**config.mk**
```make
export PLATFORM = sky130hd
export DESIGN_NAME = fds_sequencer
export DESIGN_NICKNAME = d
export VERILOG_FILES = /design/src/pkg/fds_pkg.sv /design/src/verilog/fds_sequencer.sv
export VERILOG_INCLUDE_DIRS = /design/src /design/src/pkg
export SDC_FILE = /design/constraint.sdc
export NUM_CORES = 1
export LEC_CHECK = 0
export ABC_AREA = 1
export ABC_CLOCK_PERIOD_IN_PS = 4460
export BUFFER_PORTS_ARGS = -buffer_cell sky130_fd_sc_hd__buf_2
export CAP_MARGIN = 20
export CORE_UTILIZATION = 60
export CTS_CLUSTER_DIAMETER = 120
export DETAILED_ROUTE_END_ITERATION = 6
export PLACE_DENSITY = 0.76
export SETUP_SLACK_MARGIN = 0.4
export SLEW_MARGIN = 20
export SYNTH_ARGS = -nofsm -noshare
export SYNTH_HDL_FRONTEND = slang
export SYNTH_SLANG_ARGS = --single-unit
```
**constraint.sdc**
```tcl
create_clock -name CORE_CLK -period 4.46 [get_ports CORE_CLK]
set_input_delay 0.446 -clock CORE_CLK [delete_from_list [all_inputs] [get_ports CORE_CLK]]
set_output_delay 0.446 -clock CORE_CLK [all_outputs]
set_load 0.05 [all_outputs]
```
**src/pkg/fds_map.svh**
```systemverilog
// addresses, bit positions, codes and reset values of the data sequencer
`ifndef FDS_MAP_SVH
`define FDS_MAP_SVH
// ----------------------------------------------------------------
// engine register map (read channel = write channel + offset)
// ----------------------------------------------------------------
`define FDS_UOFF          16'h0100
`define FDS_U_STS         16'h0000
`define FDS_U_FNAME       16'h0004
`define FDS_U_FLEN        16'h0008
`define FDS_U_DT          16'h000C
`define FDS_U_CMD         16'h0010
`define FDS_U_FINFO       16'h0014
`define FDS_U_FSIZEL      16'h0018
`define FDS_U_FSIZEH      16'h001C
`define FDS_FNUM          16'h0020
`define FDS_FNUMCUR       16'h0024
`define FDS_TCP_STS       16'h0200
`define FDS_TCP_STS_ALIAS 16'h0204
`define FDS_TCP_PKL       16'h0208
`define FDS_TCP_TDL       16'h020C
`define FDS_TCP_CMD       16'h0210
`define FDS_TCP_TXD       16'h0214
`define FDS_TX_LEN        16'h0300
`define FDS_TX_BUF        16'h0400
// ----------------------------------------------------------------
// bits and command codes
// ----------------------------------------------------------------
`define FDS_BUSY_BIT      0
`define FDS_CONN_BIT      1
`define FDS_TXLEN_BUSY    31
`define FDS_TCP_SEND      32'h0000_0002
`define FDS_TCP_CLOSE     32'h0000_0003
`define FDS_U_WRITE       32'h0000_0001
`define FDS_U_READ        32'h0000_0002
`define FDS_ONE_FILE      32'h0000_0001
`define FDS_CHUNK_MAX     36'h0_8000_0000
// ----------------------------------------------------------------
// control replies, ascii
// ----------------------------------------------------------------
`define FDS_RP125         32'h3132_3520
`define FDS_RP226         32'h3232_3620
`define FDS_RP425         32'h3432_3520
`define FDS_RP_TAIL       32'h0D0A_0000
`define FDS_RP_LEN        32'h0000_0006
// ----------------------------------------------------------------
// software registers
// ----------------------------------------------------------------
`define FDS_SW_PKL        4'h0
`define FDS_SW_FTPDT      4'h4
`define FDS_SW_STATUS     4'h8
`define FDS_PKL_RST       32'h0000_2000
`define FDS_FTPDT_RST     32'h0000_0000
`endif

```
**src/pkg/fds_pkg.sv**
```systemverilog
// types of the data-connection command sequencer
package fds_pkg;
    typedef enum logic [1:0] {
        FDS_LIST = 2'h0,
        FDS_STOR = 2'h1,
        FDS_RETR = 2'h2
    } fds_cmd_e;

    typedef enum logic [4:0] {
        S_IDLE = 5'h00, S_CHK = 5'h01, S_LCNT = 5'h03, S_LNUM = 5'h02,
        S_LWDT = 5'h06, S_SNAME = 5'h07, S_SDT = 5'h05, S_SFLEN = 5'h04,
        S_SCMD = 5'h0C, S_CONN1 = 5'h0D, S_RPB = 5'h0F, S_RPW0 = 5'h0E,
        S_RPW1 = 5'h0A, S_RPLEN = 5'h0B, S_TPKL = 5'h09, S_TTDL = 5'h08,
        S_TSEND = 5'h18, S_LSEL = 5'h19, S_LINFO = 5'h1B, S_LTX0 = 5'h1A,
        S_LTX1 = 5'h1E, S_TBUSY = 5'h1F, S_TCLOSE = 5'h1D, S_TCBUSY = 5'h1C,
        S_WBUSY = 5'h14, S_CONN0 = 5'h15, S_RSZL = 5'h17, S_RSZH = 5'h16
    } fds_state_e;

    typedef struct packed {
        fds_cmd_e    code;
        logic [63:0] name;
    } fds_cmd_s;

    typedef struct packed {
        logic        wr;
        logic [15:0] addr;
        logic [31:0] wdata;
    } fds_ereq_s;
endpackage

```
**src/verilog/fds_sequencer.sv**
```systemverilog
// sequencer for ftp commands that use the data connection
`timescale 1ns/1ps
`include "fds_map.svh"

// Behaviour
// - store uses write channel zero
// - list and retrieve use read channel one
// - busy channel: reply 425, drop command
// - list count: stored, or in-progress while writing
// - wait connection bit one set before 125
// - program packet size, length, then send
// - list entries written into tcp data port
// - entry time: file info, or write datetime
// - send done when command busy bit clears
// - close connection, wait busy bit clear
// - reply 226 after data connection ends
// - ascii file name converted to index
// - store: name, datetime, then write command
// - file count fixed at one
// - store datetime from separate ftp setting
// - store ends when write channel idle
// - store waits connection closed before 226
// - retrieve: name then read command
// - read channel register = write plus offset
// - retrieve sends chunks of 2 GB max
// - counters cover files below 64 GB
// - reply waits free buffer, sets length
module fds_sequencer
    import fds_pkg::*;
(
    // clock and reset
    input  wire logic        CORE_CLK,
    input  wire logic        RSTN,
    // decoded commands from the control parser
    input  wire logic        CMD_VALID,
    input  wire fds_cmd_s    CMD,
    output logic             CMD_READY,
    // engine register master
    output logic             EREG_VALID,
    output fds_ereq_s        EREG_REQ,
    input  wire logic        EREG_ACK,
    input  wire logic [31:0] EREG_RDATA,
    // axi4-lite slave, write
    input  wire logic        S_AXI_AWVALID,
    output logic             S_AXI_AWREADY,
    input  wire logic [3:0]  S_AXI_AWADDR,
    input  wire logic        S_AXI_WVALID,
    output logic             S_AXI_WREADY,
    input  wire logic [31:0] S_AXI_WDATA,
    input  wire logic [3:0]  S_AXI_WSTRB,
    output logic             S_AXI_BVALID,
    input  wire logic        S_AXI_BREADY,
    output logic [1:0]       S_AXI_BRESP,
    // axi4-lite slave, read
    input  wire logic        S_AXI_ARVALID,
    output logic             S_AXI_ARREADY,
    input  wire logic [3:0]  S_AXI_ARADDR,
    output logic             S_AXI_RVALID,
    input  wire logic        S_AXI_RREADY,
    output logic [31:0]      S_AXI_RDATA,
    output logic [1:0]       S_AXI_RRESP
);

    // ----------------------------------------------------------------
    // state
    // ----------------------------------------------------------------
    fds_state_e  state;
    fds_state_e  rret;
    fds_cmd_e    code;
    logic [31:0] fidx;
    logic        wbusy;
    logic [31:0] nfiles;
    logic [31:0] wdt;
    logic [31:0] ts;
    logic [31:0] ent;
    logic [35:0] rem;
    logic [9:0]  rcode;
    logic [9:0]  last_rc;
    logic [31:0] sw_pkl;
    logic [31:0] sw_ftpdt;
    logic [15:0] choff;
    logic [35:0] chunk;
    logic [31:0] rp_word;

    // ascii decimal name to index, non-digits skipped
    function automatic logic [31:0] fds_name2idx(input logic [63:0] nm);
        logic [31:0] acc;
        logic [7:0]  c;
        acc = 32'h0000_0000;
        for (int i = 7; i >= 0; i--) begin
            c = nm[8*i +: 8];
            if (c >= 8'h30 && c <= 8'h39) begin
                acc = acc * 32'h0000_000A + {28'h000_0000, c[3:0]};
            end
        end
        return acc;
    endfunction

    assign choff = (code == FDS_STOR) ? 16'h0000 : `FDS_UOFF;
    // 2 GB cap per send; rem is wide enough for files below 64 GB
    assign chunk = (rem > `FDS_CHUNK_MAX) ? `FDS_CHUNK_MAX : rem;

    always_comb begin
        case (rcode)
            10'd125: rp_word = `FDS_RP125;
            10'd226: rp_word = `FDS_RP226;
            default: rp_word = `FDS_RP425;
        endcase
    end

    // ----------------------------------------------------------------
    // engine access for the current step
    // ----------------------------------------------------------------
    assign CMD_READY  = (state == S_IDLE);
    assign EREG_VALID = (state != S_IDLE);

    always_comb begin
        EREG_REQ = '0;
        case (state)
            S_CHK: begin
                EREG_REQ.addr = `FDS_U_STS + choff;
            end
            S_LCNT: begin
                EREG_REQ.addr = `FDS_U_STS;
            end
            S_LNUM: begin
                EREG_REQ.addr = wbusy ? `FDS_FNUMCUR : `FDS_FNUM;
            end
            S_LWDT: begin
                EREG_REQ.addr = `FDS_U_DT;
            end
            S_SNAME: begin
                EREG_REQ.wr    = 1'b1;
                EREG_REQ.addr  = `FDS_U_FNAME + choff;
                EREG_REQ.wdata = fidx;
            end
            S_SDT: begin
                EREG_REQ.wr    = 1'b1;
                EREG_REQ.addr  = `FDS_U_DT;
                EREG_REQ.wdata = sw_ftpdt;
            end
            S_SFLEN: begin
                EREG_REQ.wr    = 1'b1;
                EREG_REQ.addr  = `FDS_U_FLEN + choff;
                EREG_REQ.wdata = `FDS_ONE_FILE;
            end
            S_SCMD: begin
                EREG_REQ.wr    = 1'b1;
                EREG_REQ.addr  = `FDS_U_CMD + choff;
                EREG_REQ.wdata = (code == FDS_STOR) ? `FDS_U_WRITE
                                                    : `FDS_U_READ;
            end
            S_CONN1, S_CONN0: begin
                EREG_REQ.addr = (code == FDS_RETR) ? `FDS_TCP_STS_ALIAS
                                                   : `FDS_TCP_STS;
            end
            S_RPB: begin
                EREG_REQ.addr = `FDS_TX_LEN;
            end
            S_RPW0: begin
                EREG_REQ.wr    = 1'b1;
                EREG_REQ.addr  = `FDS_TX_BUF;
                EREG_REQ.wdata = rp_word;
            end
            S_RPW1: begin
                EREG_REQ.wr    = 1'b1;
                EREG_REQ.addr  = `FDS_TX_BUF + 16'h0004;
                EREG_REQ.wdata = `FDS_RP_TAIL;
            end
            S_RPLEN: begin
                EREG_REQ.wr    = 1'b1;
                EREG_REQ.addr  = `FDS_TX_LEN;
                EREG_REQ.wdata = `FDS_RP_LEN;
            end
            S_TPKL: begin
                EREG_REQ.wr    = 1'b1;
                EREG_REQ.addr  = `FDS_TCP_PKL;
                EREG_REQ.wdata = sw_pkl;
            end
            S_TTDL: begin
                EREG_REQ.wr    = 1'b1;
                EREG_REQ.addr  = `FDS_TCP_TDL;
                EREG_REQ.wdata = (code == FDS_LIST) ? {nfiles[28:0], 3'h0}
                                                    : chunk[31:0];
            end
            S_TSEND: begin
                EREG_REQ.wr    = 1'b1;
                EREG_REQ.addr  = `FDS_TCP_CMD;
                EREG_REQ.wdata = `FDS_TCP_SEND;
            end
            S_LSEL: begin
                EREG_REQ.wr    = 1'b1;
                EREG_REQ.addr  = `FDS_U_FNAME + `FDS_UOFF;
                EREG_REQ.wdata = ent;
            end
            S_LINFO: begin
                EREG_REQ.addr = `FDS_U_FINFO + `FDS_UOFF;
            end
            S_LTX0: begin
                EREG_REQ.wr    = 1'b1;
                EREG_REQ.addr  = `FDS_TCP_TXD;
                EREG_REQ.wdata = ent;
            end
            S_LTX1: begin
                EREG_REQ.wr    = 1'b1;
                EREG_REQ.addr  = `FDS_TCP_TXD;
                EREG_REQ.wdata = ts;
            end
            S_TBUSY, S_TCBUSY: begin
                EREG_REQ.addr = `FDS_TCP_CMD;
            end
            S_TCLOSE: begin
                EREG_REQ.wr    = 1'b1;
                EREG_REQ.addr  = `FDS_TCP_CMD;
                EREG_REQ.wdata = `FDS_TCP_CLOSE;
            end
            S_WBUSY: begin
                EREG_REQ.addr = `FDS_U_STS;
            end
            S_RSZL: begin
                EREG_REQ.addr = `FDS_U_FSIZEL + `FDS_UOFF;
            end
            S_RSZH: begin
                EREG_REQ.addr = `FDS_U_FSIZEH + `FDS_UOFF;
            end
            default: EREG_REQ = '0;
        endcase
    end

    // ----------------------------------------------------------------
    // step sequencer; steps move only on their engine ack, polling steps repeat until their bit matches
    // ----------------------------------------------------------------
    always_ff @(posedge CORE_CLK or negedge RSTN) begin
        if (!RSTN) begin
            state   <= S_IDLE;
            rret    <= S_IDLE;
            code    <= FDS_LIST;
            fidx    <= 32'h0000_0000;
            wbusy   <= 1'b0;
            nfiles  <= 32'h0000_0000;
            wdt     <= 32'h0000_0000;
            ts      <= 32'h0000_0000;
            ent     <= 32'h0000_0000;
            rem     <= 36'h0_0000_0000;
            rcode   <= 10'd0;
            last_rc <= 10'd0;
        end else if (state == S_IDLE) begin
            if (CMD_VALID) begin
                code  <= CMD.code;
                fidx  <= fds_name2idx(CMD.name);
                wbusy <= 1'b0;
                state <= S_CHK;
            end
        end else if (EREG_ACK) begin
            case (state)
                S_CHK: begin
                    if (EREG_RDATA[`FDS_BUSY_BIT]) begin
                        rcode <= 10'd425;
                        rret  <= S_IDLE;
                        state <= S_RPB;
                    end else if (code == FDS_LIST) begin
                        state <= S_LCNT;
                    end else begin
                        state <= S_SNAME;
                    end
                end
                S_LCNT: begin
                    wbusy <= EREG_RDATA[`FDS_BUSY_BIT];
                    state <= S_LNUM;
                end
                S_LNUM: begin
                    nfiles <= EREG_RDATA;
                    state  <= wbusy ? S_LWDT : S_CONN1;
                end
                S_LWDT: begin
                    wdt   <= EREG_RDATA;
                    state <= S_CONN1;
                end
                S_SNAME: begin
                    state <= (code == FDS_STOR) ? S_SDT : S_SFLEN;
                end
                S_SDT: begin
                    state <= S_SFLEN;
                end
                S_SFLEN: begin
                    state <= S_SCMD;
                end
                S_SCMD: begin
                    state <= S_CONN1;
                end
                S_CONN1: begin
                    if (EREG_RDATA[`FDS_CONN_BIT]) begin
                        rcode <= 10'd125;
                        state <= S_RPB;
                        case (code)
                            FDS_LIST: rret <= S_TPKL;
                            FDS_STOR: rret <= S_WBUSY;
                            default:  rret <= S_RSZL;
                        endcase
                    end
                end
                S_RPB: begin
                    // a reply may only start on a free tx buffer
                    if (!EREG_RDATA[`FDS_TXLEN_BUSY]) begin
                        state <= S_RPW0;
                    end
                end
                S_RPW0: begin
                    state <= S_RPW1;
                end
                S_RPW1: begin
                    state <= S_RPLEN;
                end
                S_RPLEN: begin
                    last_rc <= rcode;
                    state   <= rret;
                end
                S_TPKL: begin
                    state <= S_TTDL;
                end
                S_TTDL: begin
                    state <= S_TSEND;
                end
                S_TSEND: begin
                    ent <= 32'h0000_0000;
                    if (code == FDS_RETR) begin
                        rem <= rem - chunk;
                    end
                    state <= (code == FDS_LIST && nfiles != 32'h0000_0000)
                             ? S_LSEL : S_TBUSY;
                end
                S_LSEL: begin
                    state <= S_LINFO;
                end
                S_LINFO: begin
                    // the file still being written has no info yet
                    ts <= (wbusy && ent == nfiles - 32'h0000_0001)
                          ? wdt : EREG_RDATA;
                    state <= S_LTX0;
                end
                S_LTX0: begin
                    state <= S_LTX1;
                end
                S_LTX1: begin
                    ent   <= ent + 32'h0000_0001;
                    state <= (ent == nfiles - 32'h0000_0001)
                             ? S_TBUSY : S_LSEL;
                end
                S_TBUSY: begin
                    if (!EREG_RDATA[`FDS_BUSY_BIT]) begin
                        state <= (code == FDS_RETR &&
                                  rem != 36'h0_0000_0000) ? S_TPKL
                                                          : S_TCLOSE;
                    end
                end
                S_TCLOSE: begin
                    state <= S_TCBUSY;
                end
                S_TCBUSY: begin
                    if (!EREG_RDATA[`FDS_BUSY_BIT]) begin
                        rcode <= 10'd226;
                        rret  <= S_IDLE;
                        state <= S_RPB;
                    end
                end
                S_WBUSY: begin
                    if (!EREG_RDATA[`FDS_BUSY_BIT]) begin
                        state <= S_CONN0;
                    end
                end
                S_CONN0: begin
                    if (!EREG_RDATA[`FDS_CONN_BIT]) begin
                        rcode <= 10'd226;
                        rret  <= S_IDLE;
                        state <= S_RPB;
                    end
                end
                S_RSZL: begin
                    rem   <= {4'h0, EREG_RDATA};
                    state <= S_RSZH;
                end
                S_RSZH: begin
                    rem   <= {EREG_RDATA[3:0], rem[31:0]};
                    state <= S_TPKL;
                end
                default: state <= S_IDLE;
            endcase
        end
    end

    // ----------------------------------------------------------------
    // axi4-lite slave: write path
    // ----------------------------------------------------------------
    logic       aw_hold;
    logic       w_hold;
    logic [3:0] aw_addr;
    logic [31:0] w_data;
    logic [3:0] w_strb;

    assign S_AXI_AWREADY = !aw_hold && !S_AXI_BVALID;
    assign S_AXI_WREADY  = !w_hold && !S_AXI_BVALID;

    always_ff @(posedge CORE_CLK or negedge RSTN) begin
        if (!RSTN) begin
            aw_hold      <= 1'b0;
            w_hold       <= 1'b0;
            aw_addr      <= 4'h0;
            w_data       <= 32'h0000_0000;
            w_strb       <= 4'h0;
            S_AXI_BVALID <= 1'b0;
            S_AXI_BRESP  <= 2'h0;
            sw_pkl       <= `FDS_PKL_RST;
            sw_ftpdt     <= `FDS_FTPDT_RST;
        end else begin
            if (S_AXI_AWVALID && S_AXI_AWREADY) begin
                aw_hold <= 1'b1;
                aw_addr <= S_AXI_AWADDR;
            end
            if (S_AXI_WVALID && S_AXI_WREADY) begin
                w_hold <= 1'b1;
                w_data <= S_AXI_WDATA;
                w_strb <= S_AXI_WSTRB;
            end
            if (aw_hold && w_hold) begin
                aw_hold      <= 1'b0;
                w_hold       <= 1'b0;
                S_AXI_BVALID <= 1'b1;
                S_AXI_BRESP  <= 2'h0;
                for (int b = 0; b < 4; b++) begin
                    if (w_strb[b] && aw_addr == `FDS_SW_PKL) begin
                        sw_pkl[8*b +: 8] <= w_data[8*b +: 8];
                    end
                    if (w_strb[b] && aw_addr == `FDS_SW_FTPDT) begin
                        sw_ftpdt[8*b +: 8] <= w_data[8*b +: 8];
                    end
                end
                // status is read-only; unmapped offsets answer slverr
                if (aw_addr != `FDS_SW_PKL && aw_addr != `FDS_SW_FTPDT) begin
                    S_AXI_BRESP <= 2'h2;
                end
            end else if (S_AXI_BVALID && S_AXI_BREADY) begin
                S_AXI_BVALID <= 1'b0;
            end
        end
    end

    // ----------------------------------------------------------------
    // axi4-lite slave: read path
    // ----------------------------------------------------------------
    assign S_AXI_ARREADY = !S_AXI_RVALID;

    always_ff @(posedge CORE_CLK or negedge RSTN) begin
        if (!RSTN) begin
            S_AXI_RVALID <= 1'b0;
            S_AXI_RDATA  <= 32'h0000_0000;
            S_AXI_RRESP  <= 2'h0;
        end else if (S_AXI_ARVALID && S_AXI_ARREADY) begin
            S_AXI_RVALID <= 1'b1;
            S_AXI_RRESP  <= 2'h0;
            case (S_AXI_ARADDR)
                `FDS_SW_PKL:    S_AXI_RDATA <= sw_pkl;
                `FDS_SW_FTPDT:  S_AXI_RDATA <= sw_ftpdt;
                `FDS_SW_STATUS: S_AXI_RDATA <= {6'h00, last_rc, 9'h000,
                                                code, state};
                default: begin
                    S_AXI_RDATA <= 32'h0000_0000;
                    S_AXI_RRESP <= 2'h2;
                end
            endcase
        end else if (S_AXI_RVALID && S_AXI_RREADY) begin
            S_AXI_RVALID <= 1'b0;
        end
    end

endmodule

```
==> results of run 1 <==
-- metrics by stage --
stage | std cells | TNS, ps
after floorplan | 4995 | -174350
after global placement | 6611 | -212780
after detailed placement | 6611 | -229600
after CTS | 6793 | -189710
-- logic make-up after synthesis --
family          count (synthesis)  share of synthesized area [%]
compound gates                866                          15.15
mux                            31                          1.058
other cells                     2                        0.02276
buf+inv                       869                          10.17
flops                         364                          27.61
fa+ha+maj                     257                          10.06
simple gates                 2401                          30.85
xor+xnor                      191                          5.070
-- repair_timing --
item / 4_1_cts
buffers inserted: 122
gates cloned: 0
setup endpoints to repair: 31
resized for setup: 391
pin swaps: 177
-- layer usage --
metal,GRT usage (%),GRT overflow
met1,71.68,0
met2,91.79,6
met3,54.85,0
met4,71.15,6
met5,33.33,0
==> reports/metrics.csv, run 1 <==
metric,value,unit
hpwl,103700,µm
gp_congestion,1.079,
ctsHoldBuffers,0,
postSynthCellCount,4981,
yosysUniqueCellTypes,67,
start_util,61.07,%
lastStage,global routing,
place_area,0.04287,mm²
grt_pass1_wl,304300,µm
firstError,[ERROR GRT-0116] Global routing finished with congestion. Check the congestion regions in the DRC Viewer.,
cts_buffers,35,
grt_max_degree,112,
synth_flop_cell,dfrtp_1,
die_y,236.5,µm
synth.avg_cell_area,6.625,µm²
async_flop_share,100.0,%
grt_overflow,12,
yosysTopAreaCell,dfrtp_1,
rows,85,
synth.most_common_cell,nand2_1,
h-tree-depth,2,
yosysWarnings,0,
netlist_area,0.03300,mm²
dp_slack,-10100,ps
grt_usage,72.55,%
yosys-top-cells-area,"dfrtp_1 (28%), nand2_1 (15%), ha_1 (9.2%), inv_1 (8.1%), nor2_1 (5.5%)",
outcome,aborted with a tool error,
clock_sinks,364,
yosysSeqAreaShare,27.61,%
cts-root-buf,clkbuf_16,
synth-seq-cells,364,
grt_pass1_vias,49700,
ioPinCount,243,
netlist_top_cells_count,"nand2_1 (1329), inv_1 (710), nor2_1 (482)",
yosysTopAreaCellShare,27.53,%
synth_edf_count,0,
die_w,236.5,µm
port_buffers,231,
clock_path_buffers,3,
==> run 2: changes to the inputs <==
--- a/config.mk
+++ b/config.mk
@@ -10,11 +10,9 @@
 export ABC_CLOCK_PERIOD_IN_PS = 4460
 export BUFFER_PORTS_ARGS = -buffer_cell sky130_fd_sc_hd__buf_2
 export CAP_MARGIN = 20
-export CORE_UTILIZATION = 60
-export CTS_CLUSTER_DIAMETER = 120
+export CORE_UTILIZATION = 40
 export DETAILED_ROUTE_END_ITERATION = 6
-export PLACE_DENSITY = 0.76
-export SETUP_SLACK_MARGIN = 0.4
+export PLACE_DENSITY_LB_ADDON = 0.15
 export SLEW_MARGIN = 20
 export SYNTH_ARGS = -nofsm -noshare
 export SYNTH_HDL_FRONTEND = slang
==> run 2 against run 1 <==
Net effect: the flow now finishes, with violations (DRC, setup timing); synthesized area is the same; synthesized cell count is the same.
==> reports/metrics.csv, run 2 <==
metric,value,unit
yosysTopAreaCellShare,27.53,%
postSynthCellCount,4981,
p_clk_share,21.9,%
layout_commonest_cell,nand2_1,
netlist_top_cells_count,"nand2_1 (1329), inv_1 (710), nor2_1 (482)",
clock_path_buffers,3,
powerDensity,290.4,mW/mm²
required,4940,ps
finalSetupViolCount,29,
total_power,14.57,mW
pwr-share-comb,40.5,%
ir_drop,315.5,µV
final_cell_mix,"nand2_1 (1162), buf_4 (1108), inv_1 (616)",
routed_wl,136500,µm
yosysWarnings,0,
reg2reg_slack,890,ps
synthAdderAreaFrac,10.06,%
synth-compound-area-share,15.15,%
cts-root-buf,clkbuf_16,
r2r_end,ts[18]$_DFFE_PN0P_,
firstDrtPassIters,7,
nets,6673,
cp_slowest_stage_delay,310,ps
finalHoldViolCount,0,
cp_max_fo,4,
synth.most_common_cell,nand2_1,
ff_latch_area,0.009110,mm²
max_clock_freq,74.98,MHz
crit_top_cell,nand2_1,
diodes,0,
top_register,rem,
rsz0062_at_grt,true,
dr_total_vias,38440,
synth.avg_cell_area,6.625,µm²
maxCapViolCount,0,
h-tree-depth,2,
grt_usage,31.76,%
drc,5,
worstMarginPinSlew,1274,ps
async_flop_share,100.0,%
outcome,"finished, violations left",
yosys-mux-area-fraction,1.058,%
drive_gt1_share,37.60,%
clock_sinks,364,
p_sw,6.420,mW
slew_violations,0,
clk_latency,550,ps
hpwl,104900,µm
port_buffers,231,
p_leak,25.18,nW
die_y,289.2,µm
finalCritPeriodShare,299.0,%
startpoint_type,primary input,
synth_top_family_by_area,simple AND/OR/NAND/NOR gates,
timing.rr.start,nfiles[0]$_DFFE_PN0P_,
netSwitchingFraction,44.06,%
min_period,13340,ps
violations,"DRC, setup timing",
gp_congestion,1.005,
synth_edf_count,0,
start_util,40.70,%
synth_flop_cell,dfrtp_1,
synth-simple-area-share,30.85,%
yosysUniqueCellTypes,67,
area_growth,52.07,%
power.internal,8.152,mW
timing.final.ws_setup,-8876,ps
grt_pass1_vias,37080,
slew_headroom,13.99,%
place_area,0.04370,mm²
synth_xor_area_share,5.070,%
power_frac_seq,37.6,%
synth-seq-cells,364,
cpMaxStageDelayCell,ha_1,
min_to,S_AXI_BVALID$_DFFE_PN0P_,
yosysSeqAreaShare,27.61,%
final.fill_count,7285,
grt_max_degree,102,
crit_path_end_kind,register,
final_area,0.05018,mm²
coreArea,0.08107,mm²
critPathKind,primary input to register,
multi_input_area,0.02583,mm²
r2r_cells,19,
dieArea,0.08365,mm²
cts_tree,done,
via_per_inst,5.230,
hold_path.class,primary input to register,
grt_overflow,0,
fin_skew,16.28,ps
die_w,289.2,µm
yosysTopAreaCell,dfrtp_1,
path_clk_slew,70,ps
ioPinCount,243,
holdPathStages,2,
yosys-top-cells-area,"dfrtp_1 (28%), nand2_1 (15%), ha_1 (9.2%), inv_1 (8.1%), nor2_1 (5.5%)",
netlist_area,0.03300,mm²
arrival,13810,ps
cts_buffers,37,
antenna_found_initial,1,
rows,104,
drtAntennaViolNets,0,
drt_iter0_drc,3236,
largest_register_ffs,36,
grt_pass1_wl,207600,µm
holdCritStartpoint,S_AXI_BREADY,
avgRoutedWirePerCell,18.57,µm
[run 2: cell counts after synthesis]
Identical to the previous run, type by type.
[run 2: worst max path at each step]
stage | startpoint | end | slack (ps) | cells after the start
global placement | CMD[57] | fidx[28]$_DFFE_PN0P_ | -9660 | 87
CTS | CMD[63] | fidx[30]$_DFFE_PN0P_ | -8520 | 103
floorplan | CMD[57] | fidx[30]$_DFFE_PN0P_ | -8380 | 95
detailed placement | CMD[57] | fidx[31]$_DFFE_PN0P_ | -9850 | 83
finish | CMD[58] | fidx[31]$_DFFE_PN0P_ | -8880 | 101
global route | CMD[58] | fidx[31]$_DFFE_PN0P_ | -9750 | 102
[run 2: per-layer routing]
| layer | global-route usage (%) | up-vias | share of wire [%] |
|---|---|---|---|
| li1 | - | 18890 | - |
| met1 | 41.56 | 18080 | 43 |
| met4 | 15.11 | 0 | 5.3 |
| met5 | 0 | - | 0 |
| met3 | 2.638 | 268 | 5.2 |
| met2 | 52.88 | 1205 | 47 |
[run 2: power by group through the flow]
stage                     combinational, mW  sequential (mW)  clock (mW)
after global placement                 5.60             5.47           0
after detailed placement               5.65             5.48           0
after global routing                   6.42             5.57        3.34
after CTS                              5.78             5.43        3.23
after floorplan                        3.81             5.10           0
final                                  5.90             5.48        3.19
[run 2: kinds of logic after synthesis]
family / Yosys count
buffers and inverters: 869
multiplexers: 31
flip-flops: 364
AND/OR/NAND/NOR: 2401
AO/OA/AOI/OAI: 866
XOR/XNOR: 191
other: 2
adder cells (fa/ha/maj): 257
[run 2: cell type report]
| type | instances | share of cell area [%] |
|---|---|---|
| tap | 1060 | 2.643 |
| sequential | 364 | 18.16 |
| clock buffer | 51 | 2.135 |
| inverter | 727 | 5.473 |
| timing repair buffer | 1373 | 19.86 |
| multi-input combinational | 3762 | 51.47 |
| clock inverter | 13 | 0.2543 |
[run 2: repair_timing]
action                     CTS  global route
pin swaps                  264           218
hold buffers                 1             0
hold endpoints to repair    70             0
setup endpoints to repair   30            30
setup buffers              210            48
gates resized for setup    458           267
[run 2: metrics by stage]
stage	util [%]	TNS [ps]	hold WS (ps)	setup WS, ps	instances
floorplan	-	-174350	150.4	-8384	4995
global placement	53.90	-221830	460.3	-9662	7029
detailed placement	53.90	-225270	463.6	-9848	7029
CTS	60.00	-193090	82.78	-8521	7303
global route	61.90	-214400	116.2	-9751	7350
finish	61.90	-197010	94.16	-8876	7350
[run 2: worst max-delay path, delay by kind of cell]
kind,cells,cell delay (ps)
AO/OA/AOI/OAI,10,1530
XOR/XNOR,7,1250
adder cells (fa/ha/maj),14,3640
buffers and inverters,26,2250
AND/OR/NAND/NOR,44,4700
Power figures use the tool's default switching activity.
